[src/verilog/ripc_regs.svh]
// Register offsets, field positions and reset values of the reference input config bank.
// Assumes byte offsets are word indexes; bus byte address is four times the index.
`ifndef RIPC_REGS_SVH
`define RIPC_REGS_SVH

// ------------------------------------------------------------
// Register indexes
// ------------------------------------------------------------
`define RIPC_IDX_PRIO        6'h1c
`define RIPC_IDX_SRC_CFG     6'h22

// ------------------------------------------------------------
// Field positions
// ------------------------------------------------------------
`define RIPC_PRIO_MSB        3
`define RIPC_FREQ_MSB        3
`define RIPC_BUCKET_LSB      4
`define RIPC_BUCKET_MSB      5
`define RIPC_FIXED_PREDIV_TO_8K_BIT      6
`define RIPC_DIVN_BIT        7

// ------------------------------------------------------------
// Reset values
// ------------------------------------------------------------
`define RIPC_PRIO_RESET      4'h4
`define RIPC_SRC_CFG_RESET   8'h00

`endif

[src/verilog/ripc_pkg.sv]
// Types shared by the reference input config bank.
// Assumes nothing beyond a SystemVerilog compiler.
package ripc_pkg;

    // ------------------------------------------------------------
    // Path of the first TTL reference toward DPLL and monitor
    // ------------------------------------------------------------
    typedef enum logic [1:0] {
        RIPC_PATH_DIRECT = 2'b00,
        RIPC_PATH_FIXED8K = 2'b01,
        RIPC_PATH_PRODIV = 2'b10
    } ripc_path_t;

endpackage

[src/verilog/ripc_bank.sv]
// Configuration registers for reference input priority and source path.
// Assumes a single 100 MHz clock and an Avalon-MM master on the same clock.
//
// Our own choice: register access over Avalon-MM.
`timescale 1ns/100ps
`include "ripc_regs.svh"

module ripc_bank #(
    parameter int ADDR_W = 8
) (
    input wire logic clk_i,
    input wire logic resetn_i,
    input wire logic [ADDR_W-1:0] avs_address_i,
    input wire logic avs_read_i,
    input wire logic avs_write_i,
    input wire logic [31:0] avs_writedata_i,
    input wire logic [3:0] avs_byteenable_i,
    output logic [31:0] avs_readdata_o,
    output logic avs_waitrequest_o,
    output logic [1:0] avs_response_o,
    output logic [3:0] third_input_priority_o,
    output logic third_input_candidate_o,
    output logic [3:0] third_input_rank_o,
    output ripc_pkg::ripc_path_t first_ttl_path_o,
    output logic [3:0] first_ttl_freq_code_o,
    output logic [1:0] activity_bucket_select_o,
    output logic [3:0] bucket_cfg_onehot_o
);

    // ------------------------------------------------------------
    // Register state
    // ------------------------------------------------------------
    logic [3:0] third_input_priority;
    logic [7:0] first_ttl_input_source_config;
    logic ack;
    logic [31:0] rdata;
    logic [1:0] resp;
    logic [3:0] next_third_input_priority;
    logic [7:0] next_first_ttl_input_source_config;
    logic next_ack;
    logic [31:0] next_rdata;
    logic [1:0] next_resp;

    function automatic logic [5:0] word_index(input logic [ADDR_W-1:0] addr);
        word_index = addr[7:2];
    endfunction

    function automatic logic hit(input logic [ADDR_W-1:0] addr, input logic [5:0] idx);
        hit = (addr[1:0] == 2'h0) && (word_index(addr) == idx);
    endfunction

    wire logic req = (avs_read_i || avs_write_i) && !ack;
    wire logic hit_prio = hit(avs_address_i, `RIPC_IDX_PRIO);
    wire logic hit_cfg = hit(avs_address_i, `RIPC_IDX_SRC_CFG);
    // The cycle with ack high is the one in which the master sees waitrequest low
    logic wr_done;
    assign wr_done = avs_write_i && ack;

    // Every request is answered one edge later; waitrequest drops in the ack cycle.
    always_comb begin
        next_third_input_priority = third_input_priority;
        next_first_ttl_input_source_config = first_ttl_input_source_config;
        next_ack = req;
        next_rdata = 32'h0000_0000;
        next_resp = 2'h0;
        // A write lands only on the edge that completes it, never while it still waits
        if (wr_done && avs_byteenable_i[0]) begin
            if (hit_prio) begin
                // Upper nibble is not stored, so it drops writes
                next_third_input_priority = avs_writedata_i[`RIPC_PRIO_MSB:0];
            end
            if (hit_cfg) begin
                next_first_ttl_input_source_config = avs_writedata_i[7:0];
            end
        end
        if (req) begin
            if (hit_prio) begin
                next_rdata = {28'h0000000, third_input_priority};
            end else if (hit_cfg) begin
                next_rdata = {24'h000000, first_ttl_input_source_config};
            end else begin
                // Unmapped word: slave error, reads zero, write dropped
                next_resp = 2'h2;
            end
        end
    end

    always_ff @(posedge clk_i) begin
        if (!resetn_i) begin
            third_input_priority <= `RIPC_PRIO_RESET;
            first_ttl_input_source_config <= `RIPC_SRC_CFG_RESET;
            ack <= 1'b0;
            rdata <= 32'h0000_0000;
            resp <= 2'h0;
        end else begin
            third_input_priority <= next_third_input_priority;
            first_ttl_input_source_config <= next_first_ttl_input_source_config;
            ack <= next_ack;
            rdata <= next_rdata;
            resp <= next_resp;
        end
    end

    assign avs_waitrequest_o = (avs_read_i || avs_write_i) && !ack;
    assign avs_readdata_o = rdata;
    assign avs_response_o = resp;

    // ------------------------------------------------------------
    // Decoded controls toward selection, DPLL and monitors
    // ------------------------------------------------------------
    // Decoded values are flops loaded from the next field contents, so they move on
    // the same edge as the fields and a consumer never sees a decode glitch
    localparam logic [3:0] PRIO_RESET = `RIPC_PRIO_RESET;
    localparam logic [7:0] SRC_CFG_RESET = `RIPC_SRC_CFG_RESET;
    logic divn;
    logic fixed_prediv_to_8k;
    logic third_input_candidate;
    logic [3:0] third_input_rank;
    ripc_pkg::ripc_path_t first_ttl_path;
    logic [3:0] bucket_cfg_onehot;
    logic next_third_input_candidate;
    logic [3:0] next_third_input_rank;
    ripc_pkg::ripc_path_t next_first_ttl_path;
    logic [3:0] next_bucket_cfg_onehot;

    // Rank 15 is best; the selector picks the largest rank, so a lower number wins
    function automatic logic [3:0] rank_of(input logic [3:0] prio);
        if (prio == 4'h0) begin
            rank_of = 4'h0;
        end else begin
            rank_of = 4'hf - prio + 4'h1;
        end
    endfunction

    // The pre-divider select wins; the 8 kHz select only counts while it is clear
    function automatic ripc_pkg::ripc_path_t path_of(input logic [7:0] cfg);
        if (cfg[`RIPC_DIVN_BIT]) begin
            path_of = ripc_pkg::RIPC_PATH_PRODIV;
        end else if (cfg[`RIPC_FIXED_PREDIV_TO_8K_BIT]) begin
            path_of = ripc_pkg::RIPC_PATH_FIXED8K;
        end else begin
            path_of = ripc_pkg::RIPC_PATH_DIRECT;
        end
    endfunction

    // One enable per shared configuration; this input's monitor takes exactly one
    function automatic logic [3:0] onehot_of(input logic [1:0] sel);
        onehot_of = 4'h1 << sel;
    endfunction

    always_comb begin
        next_third_input_candidate = (next_third_input_priority != 4'h0);
        next_third_input_rank = rank_of(next_third_input_priority);
        next_first_ttl_path = path_of(next_first_ttl_input_source_config);
        next_bucket_cfg_onehot = onehot_of(
            next_first_ttl_input_source_config[`RIPC_BUCKET_MSB:`RIPC_BUCKET_LSB]);
    end

    always_ff @(posedge clk_i) begin
        if (!resetn_i) begin
            third_input_candidate <= (PRIO_RESET != 4'h0);
            third_input_rank <= rank_of(PRIO_RESET);
            first_ttl_path <= path_of(SRC_CFG_RESET);
            bucket_cfg_onehot <= onehot_of(SRC_CFG_RESET[`RIPC_BUCKET_MSB:`RIPC_BUCKET_LSB]);
        end else begin
            third_input_candidate <= next_third_input_candidate;
            third_input_rank <= next_third_input_rank;
            first_ttl_path <= next_first_ttl_path;
            bucket_cfg_onehot <= next_bucket_cfg_onehot;
        end
    end

    assign divn = first_ttl_input_source_config[`RIPC_DIVN_BIT];
    assign fixed_prediv_to_8k = first_ttl_input_source_config[`RIPC_FIXED_PREDIV_TO_8K_BIT];
    assign third_input_priority_o = third_input_priority;
    assign third_input_candidate_o = third_input_candidate;
    assign third_input_rank_o = third_input_rank;
    assign first_ttl_path_o = first_ttl_path;
    // Frequency code is only stored here; nothing in this block decodes it
    assign first_ttl_freq_code_o = first_ttl_input_source_config[`RIPC_FREQ_MSB:0];
    assign activity_bucket_select_o =
        first_ttl_input_source_config[`RIPC_BUCKET_MSB:`RIPC_BUCKET_LSB];
    assign bucket_cfg_onehot_o = bucket_cfg_onehot;

    // ------------------------------------------------------------
    // Assertions
    // ------------------------------------------------------------
    prio_write_lands_a: assert property (@(posedge clk_i) disable iff (!resetn_i)
        (avs_write_i && !avs_waitrequest_o && hit_prio && avs_byteenable_i[0])
        |=> third_input_priority_o == $past(avs_writedata_i[3:0]))
        else $error("priority write not stored");
    prio_read_zero_a: assert property (@(posedge clk_i) disable iff (!resetn_i)
        (avs_read_i && !avs_waitrequest_o && hit_prio) |-> avs_readdata_o[31:4] == 28'h0)
        else $error("priority upper bits not zero");
    rank_order_a: assert property (@(posedge clk_i) disable iff (!resetn_i)
        third_input_candidate_o |-> third_input_rank_o + third_input_priority_o == 5'h10)
        else $error("rank not inverse of priority");
    zero_disables_a: assert property (@(posedge clk_i) disable iff (!resetn_i)
        (third_input_priority_o == 4'h0) == !third_input_candidate_o)
        else $error("candidate flag wrong");
    prodiv_path_a: assert property (@(posedge clk_i) disable iff (!resetn_i)
        divn |-> first_ttl_path_o == ripc_pkg::RIPC_PATH_PRODIV)
        else $error("pre-divider path not taken");
    direct_path_a: assert property (@(posedge clk_i) disable iff (!resetn_i)
        (!divn && !fixed_prediv_to_8k) |-> first_ttl_path_o == ripc_pkg::RIPC_PATH_DIRECT)
        else $error("direct path not taken");
    fixed8k_path_a: assert property (@(posedge clk_i) disable iff (!resetn_i)
        (!divn && fixed_prediv_to_8k) |-> first_ttl_path_o == ripc_pkg::RIPC_PATH_FIXED8K)
        else $error("fixed 8k path not taken");
    bucket_pick_a: assert property (@(posedge clk_i) disable iff (!resetn_i)
        bucket_cfg_onehot_o[activity_bucket_select_o] && $onehot(bucket_cfg_onehot_o))
        else $error("bucket select not one-hot");
    bucket_write_a: assert property (@(posedge clk_i) disable iff (!resetn_i)
        (avs_write_i && !avs_waitrequest_o && hit_cfg && avs_byteenable_i[0])
        |=> activity_bucket_select_o == $past(avs_writedata_i[5:4]))
        else $error("bucket write not stored");
    one_wait_a: assert property (@(posedge clk_i) disable iff (!resetn_i)
        ($rose(avs_read_i) || $rose(avs_write_i)) |-> avs_waitrequest_o ##1 !avs_waitrequest_o)
        else $error("answer not after one wait");
    idle_no_wait_a: assert property (@(posedge clk_i) disable iff (!resetn_i)
        !(avs_read_i || avs_write_i) |-> !avs_waitrequest_o)
        else $error("waitrequest high while idle");

    // ------------------------------------------------------------
    // Bus refusals, read-back and idle levels
    // ------------------------------------------------------------
    // Either refusal leaves every field as it was
    write_dropped_a: assert property (@(posedge clk_i) disable iff (!resetn_i)
        (avs_write_i && !avs_waitrequest_o && !(avs_byteenable_i[0] && (hit_prio || hit_cfg)))
        |=> $stable(third_input_priority_o) && $stable(first_ttl_freq_code_o)
            && $stable(activity_bucket_select_o) && $stable(first_ttl_path_o))
        else $error("refused write changed a field");
    unmapped_err_a: assert property (@(posedge clk_i) disable iff (!resetn_i)
        ((avs_read_i || avs_write_i) && !avs_waitrequest_o && !hit_prio && !hit_cfg)
        |-> avs_response_o == 2'h2)
        else $error("unmapped access not refused");
    mapped_ok_a: assert property (@(posedge clk_i) disable iff (!resetn_i)
        ((avs_read_i || avs_write_i) && !avs_waitrequest_o && (hit_prio || hit_cfg))
        |-> avs_response_o == 2'h0)
        else $error("mapped access refused");
    prio_read_back_a: assert property (@(posedge clk_i) disable iff (!resetn_i)
        (avs_read_i && !avs_waitrequest_o && hit_prio)
        |-> avs_readdata_o[3:0] == third_input_priority_o)
        else $error("priority read-back wrong");
    cfg_read_back_a: assert property (@(posedge clk_i) disable iff (!resetn_i)
        (avs_read_i && !avs_waitrequest_o && hit_cfg)
        |-> avs_readdata_o == {24'h000000, first_ttl_input_source_config})
        else $error("source config read-back wrong");
    // Read data and response stand only in the cycle that completes a transfer
    data_idle_a: assert property (@(posedge clk_i) disable iff (!resetn_i)
        !ack |-> (avs_readdata_o == 32'h0000_0000) && (avs_response_o == 2'h0))
        else $error("read data left standing");

    // ------------------------------------------------------------
    // Field contents after reset and between writes
    // ------------------------------------------------------------
    reset_values_a: assert property (@(posedge clk_i) disable iff (!resetn_i)
        $rose(resetn_i) |-> (third_input_priority_o == PRIO_RESET)
            && (first_ttl_input_source_config == SRC_CFG_RESET))
        else $error("fields not at reset values");
    prio_stable_a: assert property (@(posedge clk_i) disable iff (!resetn_i)
        !(avs_write_i && !avs_waitrequest_o && hit_prio && avs_byteenable_i[0])
        |=> $stable(third_input_priority_o))
        else $error("priority changed without a write");
    cfg_stable_a: assert property (@(posedge clk_i) disable iff (!resetn_i)
        !(avs_write_i && !avs_waitrequest_o && hit_cfg && avs_byteenable_i[0])
        |=> $stable(first_ttl_freq_code_o) && $stable(activity_bucket_select_o)
            && $stable(first_ttl_path_o))
        else $error("source config changed without a write");
    freq_write_a: assert property (@(posedge clk_i) disable iff (!resetn_i)
        (avs_write_i && !avs_waitrequest_o && hit_cfg && avs_byteenable_i[0])
        |=> first_ttl_freq_code_o == $past(avs_writedata_i[3:0]))
        else $error("frequency code write not stored");
    prodiv_write_a: assert property (@(posedge clk_i) disable iff (!resetn_i)
        (avs_write_i && !avs_waitrequest_o && hit_cfg && avs_byteenable_i[0])
        |=> (first_ttl_path_o == ripc_pkg::RIPC_PATH_PRODIV) == $past(avs_writedata_i[7]))
        else $error("pre-divider select not from written bit");
    fixed8k_write_a: assert property (@(posedge clk_i) disable iff (!resetn_i)
        (avs_write_i && !avs_waitrequest_o && hit_cfg && avs_byteenable_i[0])
        |=> (first_ttl_path_o == ripc_pkg::RIPC_PATH_FIXED8K) == ($past(avs_writedata_i[7:6]) == 2'h1))
        else $error("fixed 8k select not from written bits");
    cand_write_a: assert property (@(posedge clk_i) disable iff (!resetn_i)
        (avs_write_i && !avs_waitrequest_o && hit_prio && avs_byteenable_i[0])
        |=> third_input_candidate_o == ($past(avs_writedata_i[3:0]) != 4'h0))
        else $error("candidate flag not from written priority");
    rank_zero_a: assert property (@(posedge clk_i) disable iff (!resetn_i)
        !third_input_candidate_o |-> third_input_rank_o == 4'h0)
        else $error("disabled input still ranked");
    // Any rise of the programmed number between two nonzero values must lower the rank
    rank_monotone_a: assert property (@(posedge clk_i) disable iff (!resetn_i)
        (third_input_candidate_o && $past(third_input_candidate_o)
            && (third_input_priority_o > $past(third_input_priority_o)))
        |-> third_input_rank_o < $past(third_input_rank_o))
        else $error("higher number did not lower the rank");

    cov_prio_off_c: cover property (@(posedge clk_i) disable iff (!resetn_i)
        $fell(third_input_candidate_o));
    cov_prodiv_c: cover property (@(posedge clk_i) disable iff (!resetn_i)
        divn && fixed_prediv_to_8k);
    cov_fixed8k_c: cover property (@(posedge clk_i) disable iff (!resetn_i)
        first_ttl_path_o == ripc_pkg::RIPC_PATH_FIXED8K);
    cov_bucket3_c: cover property (@(posedge clk_i) disable iff (!resetn_i)
        activity_bucket_select_o == 2'h3);
    cov_slverr_c: cover property (@(posedge clk_i) disable iff (!resetn_i)
        avs_response_o == 2'h2);

endmodule // ripc_bank

[config.mk]
export PLATFORM = sky130hd
export DESIGN_NAME = ripc_bank
export DESIGN_NICKNAME = d
export VERILOG_FILES = /design/src/verilog/ripc_pkg.sv /design/src/verilog/ripc_bank.sv
export VERILOG_INCLUDE_DIRS = /design/src /design/src/verilog
export SDC_FILE = /design/constraint.sdc
export NUM_CORES = 1
export LEC_CHECK = 0
export ABC_AREA = 1
export ABC_CLOCK_PERIOD_IN_PS = 4260
export BUFFER_PORTS_ARGS = -buffer_cell sky130_fd_sc_hd__clkbuf_2
export CORE_UTILIZATION = 44
export CTS_CLUSTER_SIZE = 16
export DETAILED_ROUTE_END_ITERATION = 8
export GPL_ROUTABILITY_DRIVEN = 1
export PLACE_DENSITY = 0.94
export SKIP_CTS_REPAIR_TIMING = 1
export SYNTH_ARGS = -nofsm -noshare
export SYNTH_HDL_FRONTEND = slang
export SYNTH_SLANG_ARGS = --single-unit
[constraint.sdc]
create_clock -name clk_i -period 4.26 [get_ports clk_i]
set_input_delay 0.852 -clock clk_i [delete_from_list [all_inputs] [get_ports clk_i]]
set_output_delay 0.852 -clock clk_i [all_outputs]
set_load 0.01 [all_outputs]
==> metrics.yaml <==
detailed_routing:
  initialDrtViolationCount: 84
  ant_nets: 0
  viasPerCell: 4.231
  drc: 0
  dr.pass1.iters: 4
  vias: 1172
  wirelength_mm: 2.620
  wl_per_cell_microns: 9.458
synthesis:
  synth_warnings: 0
  synth_top_area_share: 0.4238
  synth_area_leaders: "dfxtp_1 (42%), buf_4 (16%), inv_1 (7.7%), nand2_1 (6.0%), nor2_1 (4.0%)"
  synthCells: 185
  synth.cell_area_sq_mm: 0.001511
  synth_cell_types: 28
  yosys.area.top_type: "dfxtp_1"
  ys_seq_elements: 32
  syn_area_per_cell_sq_um: 8.170
  ys_seq_area_frac: 0.4238
job:
  maxCapViolCount: 0
timing:
  finalHoldViolations: 0
  rsz0062_at_grt: "no"
  final.min_clock_period_ns: 2.261
  holdWs_ns: 0.4579
  setup_violations: 0
  layout_setup_ws_ns: 1.999
  finalCritPeriodShare: 0.5307
  setup-tns-final_ns: 0
  finalClockSkew_ns: 0.004846
  slew_viol_final: 0
  fmax_mhz: 442.3
clock_tree:
  clockBufferDepth: 2
  clock_sinks: 32
  cts_tree: "yes"
  htreeDepth: 2
  cts-root-buf: "clkbuf_4"
  insertion_delay_ns: 0.32
  numCtsBuffers: 5
  path_clk_slew_ns: 0.09
grt:
  grt_start_max_net_pins: 19
  grt_pass1_wl_mm: 4.443
  grt_busiest_layer: "met2"
  first_global_vias: 1062
  grt_use_met3: 0.05757
  grt_use_total: 0.1698
  use_met1: 0.1802
  overflow: 0
  antenna_found_initial: 0
  grt_util_met2: 0.2873
placement:
  io_buffers: 51
  dpl.hpwl_mm: 2.103
  place_ws_ns: 1.996
  gpl.final_weighted_congestion: 0.8369
die:
  core_area_sq_mm: 0.003153
  die_h_microns: 60.61
  dieArea_sq_mm: 0.003674
  dieWidth_microns: 60.61
  ioPinCount: 104
  initial_utilization: 0.4794
  row_count: 20
power:
  p_comb_frac: 0.087
  clockPowerShare: 0.309
  switchingPower_mw: 0.1256
  internal_power_mw: 0.3751
  pwr-share-seq: 0.604
  p_sw_frac: 0.2509
  power_density_mw_per_mm2: 294.1
  leakagePower_nw: 0.9098
  total_power_mw: 0.5008
  peakVddDrop_mv: 0.1273
setup_path:
  critPathRequiredTime_ns: 3.41
  cp-end-kind: "output pin"
  criticalPathCategory: "in -> out"
  cp.arrival_ns: 1.41
  setup.worst_path.start_class: "input pin"
  path_max_fanout: 3
final_layout:
  drive_gt1_frac: 0.3219
  antenna_cells: 0
  area_growth_syn_to_layout_pct: 12.67
  final_nets: 282
worst_hold_path:
  holdCritPathClass: "reg -> reg"
status:
  status: "finished, final reports clean"
-- Yosys cell counts --
cell      number
inv_2          1
nand3_1        6
buf_6          1
o22ai_1        3
o21ai_0        5
o21ai_2        3
a21oi_1        4
clkbuf_1       1
inv_1         31
nand4_1        3
nor2_2         2
nor2_1        16
nand2_1       24
o21a_1         1
buf_4         32
xnor2_1        1
ha_1           1
nor3_2         1
or2_0          2
nand3_4        2
nor4_4         1
nand2_2        5
conb_1         1
nor2_4         3
dfxtp_1       32
and2_1         1
nor4_1         1
o21ai_1        1
-- worst paths after layout --
path,start,endpoint,slack (ns),cells past startpoint
min,first_ttl_input_source_config[7],avs_readdata_o[7],0.46,2
min reg2reg,first_ttl_input_source_config[7],avs_readdata_o[7],0.46,2
max,avs_write_i,avs_waitrequest_o,2.00,4
max reg2reg,ack,third_input_rank_o[1],2.66,11
-- through the flow --
step / std cells / utilization / cell area (sq um)
detailed placement: 270 / 0.5254 / 1657
global placement: 270 / 0.5254 / 1657
global route: 277 / 0.5401 / 1703
CTS: 277 / 0.5401 / 1703
floorplan: 209 / - / 1602
finish: 277 / 0.5401 / 1703
-- worst max-delay path: stages --
cell      delay [ns]
clkbuf_2        0.09
o21ai_0         0.27
inv_1           0.07
clkbuf_2        0.13
-- area by class of cell --
cell class | count | area, sq um
sequential | 32 | 640.6
clock inverter | 1 | 5.005
multi-input combinational | 111 | 585.6
clock buffer | 6 | 41.29
timing repair buffer | 51 | 255.2
inverter | 32 | 120.1
fill | 317 | 1450
tap | 44 | 55.05
-- placed cells by master (no fill, tap or decap), drive strengths merged, types with 2 or more instances in the layout --
| cell | instances |
|---|---|
| nand2 | 29 |
| a21oi | 4 |
| nand3 | 8 |
| nor2 | 21 |
| nand4 | 3 |
| or2 | 2 |
| o21ai | 9 |
| clkbuf | 57 |
| nor4 | 2 |
| inv | 32 |
| conb | 25 |
| o22ai | 3 |
| dfxtp | 32 |
-- flip-flops by register name, summed over array words and instances, names as in the netlist --
signal / cells
avs_readdata_o: 8
first_ttl_input_source_config: 8
bucket_cfg_onehot_o: 4
third_input_priority_o: 4
third_input_rank_o: 4
ack: 1
avs_response_o: 1
first_ttl_path_o: 1
third_input_candidate_o: 1
-- power by group through the flow --
stage,combinational [mW],sequential (mW),clock (mW)
finish,0.0437,0.302,0.155
global route,0.0488,0.303,0.179
CTS,0.0434,0.302,0.159
detailed placement,0.0433,0.309,0
global placement,0.0423,0.309,0
floorplan,0.0418,0.310,0
-- logic make-up after synthesis --
kind of cell | Yosys count | share of synthesized area
XOR/XNOR | 1 | 0.005796
AND/OR/NAND/NOR | 67 | 0.2434
adder cells (fa/ha/maj) | 1 | 0.008277
flip-flops | 32 | 0.4238
buffers and inverters | 66 | 0.2483
other | 1 | 0.002481
AO/OA/AOI/OAI | 17 | 0.06788
-- per-layer routing --
| layer | vias to the layer above | wire length (microns) |
|---|---|---|
| met3 | 3 | 157 |
| met1 | 515 | 1093 |
| met5 | - | 0 |
| li1 | 606 | - |
| met4 | 0 | 32 |
| met2 | 48 | 1336 |
Note: power is estimated with default switching activity, not from simulation.
